===== src/csr_pkg.sv =====
// package: constants for the chip-select interrupt-acknowledge and reset block
package csr_pkg;
    // block size codes
    localparam logic [2:0] BLK_2K      = 3'h0;
    localparam logic [2:0] BLK_64K     = 3'h3;
    localparam logic [2:0] BLK_1M      = 3'h7;
    // byte lane field codes
    localparam logic [1:0] BYTE_OFF    = 2'h0;
    localparam logic [1:0] BYTE_LOWER  = 2'h1;
    localparam logic [1:0] BYTE_UPPER  = 2'h2;
    localparam logic [1:0] BYTE_BOTH   = 2'h3;
    // read/write field codes
    localparam logic [1:0] RW_OFF      = 2'h0;
    localparam logic [1:0] RW_READ     = 2'h1;
    localparam logic [1:0] RW_WRITE    = 2'h2;
    localparam logic [1:0] RW_BOTH     = 2'h3;
    // address space codes
    localparam logic [1:0] SPACE_CPU   = 2'h0;
    localparam logic [1:0] SPACE_USER  = 2'h1;
    localparam logic [1:0] SPACE_SUP   = 2'h2;
    localparam logic [1:0] SPACE_SU    = 2'h3;
    // cycle encodings
    localparam logic [2:0] FC_CPU      = 3'h7;
    localparam logic [3:0] CYC_IACK    = 4'hf;
    localparam logic [2:0] LVL_ANY     = 3'h0;
    // wait-state counts
    localparam logic [3:0] WAIT_NONE   = 4'h0;
    localparam logic [3:0] WAIT_BOOT   = 4'hd;
    // reset values
    localparam logic [12:0] BASE_RST   = 13'h0000;
    localparam logic [1:0]  PIN_LOW_RST = 2'h1;
    localparam logic [1:0]  BOOT_PIN_RST = 2'h2;
    // field positions of the option word
    localparam int OPT_MODE  = 15;
    localparam int OPT_BYTE  = 13;
    localparam int OPT_RW    = 11;
    localparam int OPT_STRB  = 10;
    localparam int OPT_WAIT  = 6;
    localparam int OPT_SPACE = 4;
    localparam int OPT_LVL   = 1;
    localparam int OPT_AUTOVECTOR_REQUEST  = 0;
    localparam logic [15:0] OPT_GEN_RST  = 16'h0000;
    localparam logic [15:0] OPT_BOOT_RST = 16'h7b70;
endpackage


===== src/csr_select.sv =====
// chip-select match, interrupt-acknowledge response and reset configuration
`timescale 1ns/1ps
`default_nettype none

// Summary of operation
// - iack match only for externally driven cycles
// - internal interrupt source keeps select inactive
// - no vector: autovector ends the cycle
// - pin field low one, high strapped
// - general selects reset to fixed defaults
// - general selects quiet until written
// - boot pin field high one, both bytes
// - boot width strapped from data zero
// - boot base zero with 1 Mbyte block
// - boot option resets to thirteen waits
// - level and autovector ignored outside cpu space
// - iack cycle: fc 7, type f, ones
// - level equality, zero matches any
module csr_select
    import csr_pkg::*;
#(
    parameter int NSEL = 11  // general chip-selects
) (
    // clock and reset
    input  wire logic              clk_sys_i,
    input  wire logic              nrst_i,
    // reset straps from data lines (pins)
    input  wire logic [7:0]        data_strap_i,
    // configuration writes
    input  wire logic              cfg_we_i,
    input  wire logic [3:0]        cfg_sel_i,        // NSEL = boot select
    input  wire logic [15:0]       cfg_base_i,
    input  wire logic [15:0]       cfg_opt_i,
    input  wire logic [1:0]        cfg_pin_i,
    // bus cycle in progress
    input  wire logic              cyc_i,            // address strobe phase
    input  wire logic              cyc_ext_i,        // cycle driven on external bus
    input  wire logic [23:0]       addr_i,
    input  wire logic [2:0]        function_code_i,
    input  wire logic              rd_i,
    input  wire logic              addr0_i,
    input  wire logic [1:0]        siz_i,
    // outputs
    output logic [NSEL-1:0]        sel_o,
    output logic                   boot_select_out_o,
    output logic                   autovector_request_o,
    output logic                   transfer_acknowledge_o,
    output logic [3:0]             wait_count_o,
    output logic                   boot_wide_o,
    output logic [2*NSEL-1:0]      pin_assign_o
);
    // the select index port is four bits and the strap map covers eleven selects,
    // so anything outside 1..11 cannot be served and is refused at elaboration
    generate
        if (NSEL < 1 || NSEL > 11) begin : g_bad_nsel
            $error("NSEL out of range");
        end
    endgenerate

    // one chip-select's setting
    typedef struct packed {
        logic [15:0] base;   // [15:3] address, [2:0] block size
        logic [15:0] opt;
        logic [1:0]  pin;
    } csr_cs_s;

    typedef struct packed {
        csr_cs_s [NSEL:0] cs;     // entry NSEL is the boot select
        logic [6:0]       strap1; // first stage of straps 7..1
        logic [6:0]       strap2;
        logic             in_rst;
        logic             wide;
        logic [NSEL:0]    hit;
        logic             autovector_request;
        logic             ack;
        logic [3:0]       waits;
    } csr_state_s;

    csr_state_s st_reg;
    csr_state_s st_next;
    logic       strap0_s1;  // boot width strap, stage one
    logic       strap0_s2;

    // two-flop synchroniser for the boot width strap
    always_ff @(posedge clk_sys_i) begin
        strap0_s1 <= data_strap_i[0];
        strap0_s2 <= strap0_s1;
    end

    // address lines compared for a block size code
    function automatic logic [12:0] blk_mask(input logic [2:0] bs);
        logic [12:0] m;
        m = 13'h1fff;
        case (bs)
            3'h0: m = 13'h1fff;
            3'h1: m = 13'h1ffc;
            3'h2: m = 13'h1ff8;
            3'h3: m = 13'h1fe0;
            3'h4: m = 13'h1fc0;
            3'h5: m = 13'h1f80;
            3'h6: m = 13'h1f00;
            default: m = 13'h1e00;
        endcase
        return m;
    endfunction

    logic          iack_cyc;   // cpu space interrupt acknowledge
    logic [NSEL:0] match;

    // iack cycle recognition
    always_comb begin
        iack_cyc = (function_code_i == FC_CPU) && (addr_i[19:16] == CYC_IACK);
    end

    // per-select match logic
    genvar g;
    generate
        for (g = 0; g <= NSEL; g++) begin : g_match
            logic [15:0] o;
            logic        sp_ok, lvl_ok, rw_ok, by_ok, ad_ok, wide_port;
            always_comb begin
                o = st_reg.cs[g].opt;
                wide_port = (g == NSEL) ? st_reg.wide : 1'b1;
                ad_ok = ((addr_i[23:11] ^ st_reg.cs[g].base[15:3])
                        & blk_mask(st_reg.cs[g].base[2:0])) == 13'h0000;
                case (o[OPT_SPACE +: 2])
                    SPACE_CPU:  sp_ok = function_code_i == FC_CPU;
                    SPACE_USER: sp_ok = function_code_i[2] == 1'b0;
                    SPACE_SUP:  sp_ok = function_code_i[2] == 1'b1 && function_code_i != FC_CPU;
                    default:    sp_ok = function_code_i != FC_CPU;
                endcase
                // level compared only in cpu space
                lvl_ok = (o[OPT_SPACE +: 2] != SPACE_CPU) || !iack_cyc
                       || (o[OPT_LVL +: 3] == LVL_ANY) || (o[OPT_LVL +: 3] == addr_i[3:1]);
                case (o[OPT_RW +: 2])
                    RW_READ:  rw_ok = rd_i;
                    RW_WRITE: rw_ok = !rd_i;
                    RW_BOTH:  rw_ok = 1'b1;
                    default:  rw_ok = 1'b0;
                endcase
                // disabled lanes keep the select off
                case (o[OPT_BYTE +: 2])
                    BYTE_OFF:   by_ok = 1'b0;
                    BYTE_UPPER: by_ok = !wide_port || !addr0_i;
                    BYTE_LOWER: by_ok = !wide_port || addr0_i || siz_i != 2'h1;
                    default:    by_ok = 1'b1;
                endcase
                // iack cycles only match once on the external bus
                match[g] = cyc_i && ad_ok && sp_ok && lvl_ok && rw_ok && by_ok
                         && st_reg.cs[g].pin[1] && (!iack_cyc || cyc_ext_i);
            end
            // a general select with its lanes off never answers
            if (g < NSEL) begin : g_chk

            end

        end
    endgenerate

    // next-state logic
    always_comb begin
        st_next = st_reg;
        st_next.strap1 = data_strap_i[7:1];
        st_next.strap2 = st_reg.strap1;
        st_next.in_rst = 1'b0;
        // straps taken at the first edge after release
        if (st_reg.in_rst) begin
            for (int i = 0; i < NSEL; i++) begin
                st_next.cs[i].pin = {st_reg.strap2[i % 7], 1'b1};
            end
            st_next.wide = strap0_s2;
        end
        // a write in the release cycle lands after the strap load and so wins
        // indexes above NSEL are dropped, there is no select behind them
        if (cfg_we_i && cfg_sel_i <= 4'(NSEL)) begin
            st_next.cs[cfg_sel_i].base = cfg_base_i;
            st_next.cs[cfg_sel_i].opt  = cfg_opt_i;
            st_next.cs[cfg_sel_i].pin  = cfg_pin_i;
        end
        st_next.hit = match;
        st_next.autovector_request = 1'b0;
        st_next.ack = 1'b0;
        st_next.waits = WAIT_NONE;
        for (int i = 0; i <= NSEL; i++) begin
            if (match[i]) begin
                // autovector only for cpu space selects
                if (iack_cyc && st_reg.cs[i].opt[OPT_SPACE +: 2] == SPACE_CPU
                    && st_reg.cs[i].opt[OPT_AUTOVECTOR_REQUEST]) begin
                    st_next.autovector_request = 1'b1;
                end else begin
                    st_next.ack = 1'b1;
                    st_next.waits = st_reg.cs[i].opt[OPT_WAIT +: 4];
                end
            end
        end
    end

    // state register with reset defaults
    always_ff @(posedge clk_sys_i) begin
        if (!nrst_i) begin
            st_reg <= '0;
            for (int i = 0; i < NSEL; i++) begin
                st_reg.cs[i].base <= {BASE_RST, BLK_2K};
                st_reg.cs[i].opt  <= OPT_GEN_RST;
                st_reg.cs[i].pin  <= PIN_LOW_RST;
            end
            st_reg.cs[NSEL].base <= {BASE_RST, BLK_1M};
            st_reg.cs[NSEL].opt  <= OPT_BOOT_RST;
            st_reg.cs[NSEL].pin  <= BOOT_PIN_RST;
            st_reg.in_rst <= 1'b1;
            st_reg.wide <= 1'b1;
            // the strap synchroniser keeps running in reset so the levels are settled at release
            st_reg.strap1 <= data_strap_i[7:1];
            st_reg.strap2 <= st_reg.strap1;
        end else begin
            st_reg <= st_next;
        end
    end

    // outputs from registers
    always_comb begin
        sel_o = st_reg.hit[NSEL-1:0];
        boot_select_out_o = st_reg.hit[NSEL];
        autovector_request_o = st_reg.autovector_request;
        transfer_acknowledge_o = st_reg.ack;
        wait_count_o = st_reg.waits;
        boot_wide_o = st_reg.wide;
        for (int i = 0; i < NSEL; i++) begin
            pin_assign_o[2*i +: 2] = st_reg.cs[i].pin;
        end
    end

    // boot select still holding its reset settings
    logic boot_at_rst;
    always_comb begin
        boot_at_rst = (st_reg.cs[NSEL].base == {BASE_RST, BLK_1M})
                    && (st_reg.cs[NSEL].opt == OPT_BOOT_RST) && st_reg.cs[NSEL].pin[1];
    end
endmodule

`default_nettype wire


===== config.mk =====
export PLATFORM = sky130hd
export DESIGN_NAME = csr_select
export DESIGN_NICKNAME = d
export VERILOG_FILES = /design/src/csr_pkg.sv /design/src/csr_select.sv
export SDC_FILE = /design/constraint.sdc
export NUM_CORES = 1
export LEC_CHECK = 0
export ABC_AREA = 0
export BUFFER_PORTS_ARGS = -buffer_cell sky130_fd_sc_hd__clkbuf_2
export CAP_MARGIN = 20
export CORE_ASPECT_RATIO = 1.5
export CORE_MARGIN = 2
export CORE_UTILIZATION = 30
export DETAILED_ROUTE_END_ITERATION = 8
export GPL_TIMING_DRIVEN = 0
export SLEW_MARGIN = 25
export SYNTH_ARGS = -nofsm -noshare
export SYNTH_HDL_FRONTEND = slang
export SYNTH_SLANG_ARGS = --single-unit

===== constraint.sdc =====
create_clock -name clk_sys_i -period 10.1 [get_ports clk_sys_i]
set_clock_uncertainty 0.05 [all_clocks]
set_input_delay 2.525 -clock clk_sys_i [delete_from_list [all_inputs] [get_ports clk_sys_i]]
set_output_delay 2.525 -clock clk_sys_i [all_outputs]
set_load 0.01 [all_outputs]

; Word-level counts from Yosys, hierarchy flattened
; Index checks and enable logic that the tools add are counted.
[word_totals]
reg_bits = 444
in_bits = 82
out_inout_bits = 41
word_cells = 582
[op_classes]
magnitude_cmp = 3
n_eq_ne = 172
muxes = 107
bitwise = 25
reduce_logical = 229
[op_table]
columns = cell, count
row1 = 408-bit bitwise mux, 3
row2 = 9-bit one-hot mux with 7 select lines, 12
row3 = 34-bit demux with 4-bit select, 3
row4 = 342-bit 2-to-1 mux, 1
row5 = 13-bit bitwise AND, 12
row6 = 13-bit logical NOT, 12
row7 = 13-bit bitwise XOR, 12
row8 = 1-bit logical AND, 112
row9 = "3-bit equality test, second input constant", 37
row10 = 1-bit one-hot mux with 3 select lines, 36
row11 = "2-bit equality test, second input constant", 48
row12 = "2-bit by 1-bit equality test with 1-bit output, second input constant", 36
row13 = "3-bit by 2-bit equality test with 1-bit output, second input constant", 24
row14 = 3-bit logical NOT, 24
row15 = 6-bit 2-to-1 mux, 12
row16 = 5-bit 2-to-1 mux, 12
row17 = 2-bit logical NOT, 24
row18 = 1-bit logical OR, 41
row19 = "3-bit by 1-bit equality test with 1-bit output, second input constant", 12
row20 = 3-bit equality test, 12
row21 = 34-bit 2-to-1 mux, 1
row22 = 2-bit 2-to-1 mux, 12
row23 = 2-bit nonzero test, 12
row24 = 20-bit 2-to-1 mux, 1
row25 = 10 further kinds, 25

; Depth between registers and ports, before layout
[depth]
depth_word = 35
ltp_mapped = 14

; Worst setup path after synthesis
; Ideal clock, no wire load.
[synth_timing]
path_kind = in2reg
startpoint = input port addr_i[1]
endpoint = register st_reg (netlist bit wait_count_o[0])
t_arrival_ns = 5.116
slack_ns = 4.819
path_stages = 11
path_buffers = 1
path_cell_list = buf_2 -> or3b_1 -> a211oi_1 -> o41ai_1 -> o211a_2 -> nor4_2 -> mux2_2 -> mux2_2 -> o22ai_1 -> a41oi_1 -> o21a_1
[synth_between]
elab_chain_cells = 30
word_cells_on_any_way = 107
[synth_lines]
columns = item, line
row1 = from (decl), csr_select.sv:38  ; input wire logic [23:0] addr_i,
row2 = 3-bit equality test, csr_select.sv:134  ; || (o[OPT_LVL +: 3] == LVL_ANY) || (o[OPT_LVL +: 3] == addr_i[3:1]);
row3 = 1-bit logical OR, csr_select.sv:134
row4 = 1-bit logical AND (3 in a row), csr_select.sv:149  ; match[g] = cyc_i && ad_ok && sp_ok && lvl_ok && rw_ok && by_ok
row5 = 1-bit logical AND (2 in a row), csr_select.sv:150  ; && st_reg.cs[g].pin[1] && (!iack_cyc || cyc_ext_i);
row6 = 6-bit 2-to-1 mux, csr_select.sv:185  ; if (match[i]) begin
row7 = 5-bit 2-to-1 mux, csr_select.sv:187  ; if (iack_cyc && st_reg.cs[i].opt[OPT_SPACE +: 2] == SPACE_CPU
row8 = 6-bit 2-to-1 mux, csr_select.sv:185
row9 = 5-bit 2-to-1 mux, csr_select.sv:187
row10 = [11 not listed], --
row11 = 5-bit 2-to-1 mux, csr_select.sv:187
row12 = 6-bit 2-to-1 mux, csr_select.sv:185
row13 = 5-bit 2-to-1 mux, csr_select.sv:187
row14 = 6-bit 2-to-1 mux, csr_select.sv:185
row15 = 5-bit 2-to-1 mux, csr_select.sv:187
row16 = 6-bit 2-to-1 mux, csr_select.sv:185
row17 = 5-bit 2-to-1 mux, csr_select.sv:187
row18 = 6-bit 2-to-1 mux *, csr_select.sv:185
row19 = to (signal assigned), csr_select.sv:216  ; st_reg <= st_next;
row20 = to (decl), csr_select.sv:79  ; csr_state_s st_reg;
; Every way passes the cells marked *; elsewhere a longest branch is shown, timed or not.
; A chain may end at the register's enable or synchronous reset.

; Worst setup path after layout
[layout_timing]
startpoint = input port addr_i[17]
endpoint = register st_reg (netlist bit wait_count_o[3])
[layout_between]
elab_chain_cells = 34
word_cells_on_any_way = 208
[layout_lines]
columns = item, line
row1 = "parallel branches: the longest is 33 deep, another holds 13-bit bitwise XOR", --
row2 = 6-bit 2-to-1 mux *, csr_select.sv:185
; Every way passes the cells marked *.

==> impl_metrics.tcl <==
set metrics [dict create \
    outcome "finished clean" \
    routed_wl_mm 76.06 \
    grt_pass1_wl_mm 111.1 \
    period_share 0.6987 \
    post_synth_fa_ha_maj_area_fraction 0.0005195 \
    nets 2759 \
    postLayoutCoreUtil 0.3498 \
    max-clock-path-buffers 3 \
    setup.worst_path.end "wait_count_o[3]" \
    relative_slew_slack 0.2459 \
    clk_transition_reported_paths_ns 0.07 \
    finalMaxSlewViolations 0 \
    setup_viol 0 \
    synth_compound_gate_area_share 0.1875 \
    grt_max_degree 15 \
    synth_edf_count 0 \
    post_cts_hold_buffer_count 0 \
    ff_latch_count_synth 419 \
    antenna_found_initial 3 \
    fin_hold_ws_ns 0.2641 \
    timing.final.hold_violations 0 \
    ir_drop_mv 0.1025 \
    die_h_um 314.4 \
    critical_path_cell_count 11 \
    layout_overhead_on_the_synthesized_area_pct 15.24 \
    rsz0062_at_grt "no" \
    grt_usage 0.2250 \
    kind_of_start_point_of_the_critical_path "input pin" \
    worstSetupStartpoint "addr_i[17]" \
    path_cells "clkbuf_1, nand3_1, o41ai_1, clkbuf_1, nor2_1, or4b_2, o21a_1, or3b_1, o22a_1, a31oi_1, o22ai_1" \
    largest_reg_flops 201 \
    reg2reg_setup_slack_ns 6.01 \
    chipWidth_um 210.9 \
    power.leakage_nw 7.508 \
    synth_simple_gate_area_share 0.2211 \
    number_of_global_route_vias_before_repair 17650 \
    post-cts-setup-buffers 0 \
    synth.avg_cell_area_um2 7.622 \
    critical_path_s_top_delay_family "compound AO/OA/AOI/OAI gates" \
    initial_utilization 0.3035 \
    critical_path_peak_fanout 10 \
    synth_ff_type "sky130_fd_sc_hd__dfxtp_1" \
    layout_min_cycle_time_ns 7.057 \
    detailroute.via_count 18540 \
    synth.lib_cells_used.distinct 78 \
    synth.area.mux_share 0.01656 \
    synth_warnings 0 \
    crit-reg2reg-capture "wait_count_o[3]" \
    dieArea_mm2 0.06631 \
    drt_iter0_drc 1588 \
    post_cts_repair_resize_count 0 \
    reg2reg_from "g_match[7].o[3]" \
    synth_top_family_by_area "simple AND/OR/NAND/NOR gates" \
    tritoncts_num_sinks 419 \
    post_drt_via_cell_ratio 5.273 \
    wl_per_cell_um 21.64 \
    synthesis.area_mm2 0.01927 \
    drt.antenna.violating_nets 0 \
    clock_tree.root_cell "sky130_fd_sc_hd__clkbuf_16" \
    port-buffer-count 106 \
    fraction_of_final_layout_cells_with_drive_strength_greater_than_1 0.09856 \
    cpMostUsedCell "sky130_fd_sc_hd__clkbuf_1" \
    drt_drc 0 \
    setup.worst_path.end_class "register" \
    slowest_stage "sky130_fd_sc_hd__clkbuf_1" \
    netlist_instances 2528 \
    timing_worst_setup_path_type "input pin to register" \
    cts_max_level 2 \
    place_congestion 0.9505 \
    tritoncts.num_buffers 41 \
    synth_seq_area_share 0.4353 \
    worst_r2r_path_depth 10 \
    cp_num_buf_inv 2 \
    tritoncts "yes" \
    rows 113 \
    synth_fp_nets 2610 \
    fmax_mhz 141.7 \
    timing.max_cap.violations 0 \
    worst_ep_required_time_ns 10.42 \
    cp.arrival_ns 7.38 \
    detail_route.first_pass.iterations 6 \
    power.density_cell_area_mw_per_mm2 162.6 \
    floorplan.core_area_mm2 0.06348 \
    top_level_ports 123 \
    hpwl_reported_at_the_end_of_detailed_placement_mm 58.81 \
    synth_xor_xnor_area_share 0.07682 \
    setup-tns-final_ns 0 \
    tightest_slew_ns 1.123 \
    clk_latency_ns 0.56 \
    globalRoute.totalOverflow 0 \
    hp-class "register to register" \
    cpPeakStageDelay_ns 0.86 \
    postSynth.asyncResetShare 0 \
]
[Yosys cell counts (5+ instances only)]
cell type	number	area share
sky130_fd_sc_hd__a211oi_1	21	0.0082
sky130_fd_sc_hd__a21oi_1	390	0.10
sky130_fd_sc_hd__a22o_1	5	0.0023
sky130_fd_sc_hd__a22oi_1	17	0.0066
sky130_fd_sc_hd__a31oi_1	27	0.0088
sky130_fd_sc_hd__a41oi_1	7	0.0032
sky130_fd_sc_hd__and2_1	6	0.0019
sky130_fd_sc_hd__and3_1	5	0.0016
sky130_fd_sc_hd__buf_1	5	0.00097
sky130_fd_sc_hd__buf_2	22	0.0057
sky130_fd_sc_hd__buf_4	37	0.014
sky130_fd_sc_hd__clkbuf_1	167	0.033
sky130_fd_sc_hd__dfxtp_1	419	0.44
sky130_fd_sc_hd__inv_1	31	0.0060
sky130_fd_sc_hd__mux2_2	7	0.0041
sky130_fd_sc_hd__mux2i_1	24	0.012
sky130_fd_sc_hd__nand2_1	796	0.16
sky130_fd_sc_hd__nand2b_1	5	0.0016
sky130_fd_sc_hd__nand3_1	39	0.010
sky130_fd_sc_hd__nand3b_1	5	0.0019
sky130_fd_sc_hd__nand4_1	10	0.0032
sky130_fd_sc_hd__nor2_1	75	0.015
sky130_fd_sc_hd__nor2b_1	9	0.0029
sky130_fd_sc_hd__nor3_1	28	0.0073
sky130_fd_sc_hd__nor4_1	14	0.0045
sky130_fd_sc_hd__o2111ai_1	7	0.0032
sky130_fd_sc_hd__o211ai_1	9	0.0035
sky130_fd_sc_hd__o21ai_0	46	0.012
sky130_fd_sc_hd__o221a_2	5	0.0029
sky130_fd_sc_hd__o221ai_1	9	0.0041
sky130_fd_sc_hd__o22a_1	5	0.0023
sky130_fd_sc_hd__o22ai_1	5	0.0016
sky130_fd_sc_hd__o32a_1	6	0.0031
sky130_fd_sc_hd__o32ai_1	16	0.0073
sky130_fd_sc_hd__or2_2	6	0.0019
sky130_fd_sc_hd__xnor2_1	91	0.041
sky130_fd_sc_hd__xor2_1	78	0.035
[cells in the final DEF, fill, tap and decap left out, types with 8 or more instances in the layout]
cell / count
sky130_fd_sc_hd__o32ai_1: 16
sky130_fd_sc_hd__inv_1: 31
sky130_fd_sc_hd__a31oi_1: 27
sky130_fd_sc_hd__nor2_1: 75
sky130_fd_sc_hd__clkbuf_2: 107
sky130_fd_sc_hd__dfxtp_1: 419
sky130_fd_sc_hd__xor2_1: 78
sky130_fd_sc_hd__clkbuf_8: 8
sky130_fd_sc_hd__o21ai_0: 46
sky130_fd_sc_hd__a22oi_1: 17
sky130_fd_sc_hd__a21oi_1: 390
sky130_fd_sc_hd__nand2_1: 796
sky130_fd_sc_hd__clkbuf_16: 43
sky130_fd_sc_hd__nand4_1: 10
sky130_fd_sc_hd__nor3_1: 28
sky130_fd_sc_hd__buf_4: 37
sky130_fd_sc_hd__buf_2: 22
sky130_fd_sc_hd__xnor2_1: 91
sky130_fd_sc_hd__clkbuf_1: 178
sky130_fd_sc_hd__nor2b_1: 9
sky130_fd_sc_hd__a211oi_1: 21
sky130_fd_sc_hd__nand3_1: 39
sky130_fd_sc_hd__o221ai_1: 9
sky130_fd_sc_hd__nor4_1: 14
sky130_fd_sc_hd__mux2i_1: 24
sky130_fd_sc_hd__o211ai_1: 9
[logic make-up (layout without fill, tap and decap cells)]
group / Yosys count / count (layout)
muxes: 31 / 31
and+or+nand+nor: 1027 / 1027
buffers and inverters: 267 / 448
other: 0 / 1
AOI/OAI and AO/OA: 614 / 614
DFF: 419 / 419
adders and majority gates: 1 / 1
xor gates and xnor gates: 169 / 169
[layer usage]
metal	routed length, um	GRT usage	vias to the layer above
met5	27	0	-
met4	6829	0.1770	6
met3	4163	0.02704	292
met2	37680	0.4024	734
met1	27350	0.2390	8749
li1	-	-	8755
[worst reg2reg max path: stages, from the launching register on]
cell                       delay, ns
sky130_fd_sc_hd__dfxtp_1        0.45
sky130_fd_sc_hd__xor2_1         0.17
sky130_fd_sc_hd__o32a_1         0.17
sky130_fd_sc_hd__o32ai_1        0.08
sky130_fd_sc_hd__a221oi_1       0.61
sky130_fd_sc_hd__or4b_2         0.42
sky130_fd_sc_hd__o21a_1         0.38
sky130_fd_sc_hd__or3b_1         0.48
sky130_fd_sc_hd__o22a_1         0.25
sky130_fd_sc_hd__a31oi_1        0.58
sky130_fd_sc_hd__o22ai_1        0.26
[layout make-up]
type | count | area (um^2)
well taps | 805 | 1007
repair buffers | 106 | 530.5
plain buffers | 235 | 1080
fillers | 6780 | 41280
flip-flops and latches | 419 | 8388
inverters | 32 | 120.1
diodes | 1 | 2.502
clock inverters | 12 | 143.9
multi-input cells | 1842 | 9702
clock buffers | 63 | 1231
[stage by stage]
stage | power [mW] | instance area [um^2] | std cells | setup slack [ns]
floorplan | 1.900 | 19270 | 2528 | 4.819
global placement | 2.036 | 20810 | 3439 | 2.673
detailed placement | 2.038 | 20820 | 3439 | 2.795
CTS | 3.624 | 22200 | 3514 | 3.355
global route | 3.706 | 22200 | 3514 | 3.070
finish | 3.610 | 22210 | 3515 | 3.043
[report_power, final]
part           switching, mW  internal [mW]
combinational          0.218         0.0871
clock                  0.684          0.920
sequential            0.0229           1.68
total                  0.925           2.68
[worst min path at each step]
stage / startpoint / endpoint / slack [ns] / depth (start not counted)
floorplan: st_next[20] / st_reg[20] / 0.26 / 0
global placement: st_next[26] / st_reg[26] / 0.26 / 0
detailed placement: st_next[24] / st_reg[24] / 0.26 / 0
CTS: st_next[26] / st_reg[26] / 0.26 / 0
global route: st_next[26] / st_reg[26] / 0.27 / 0
finish: st_next[26] / st_reg[26] / 0.26 / 0
Power figures use the tool's default switching activity.
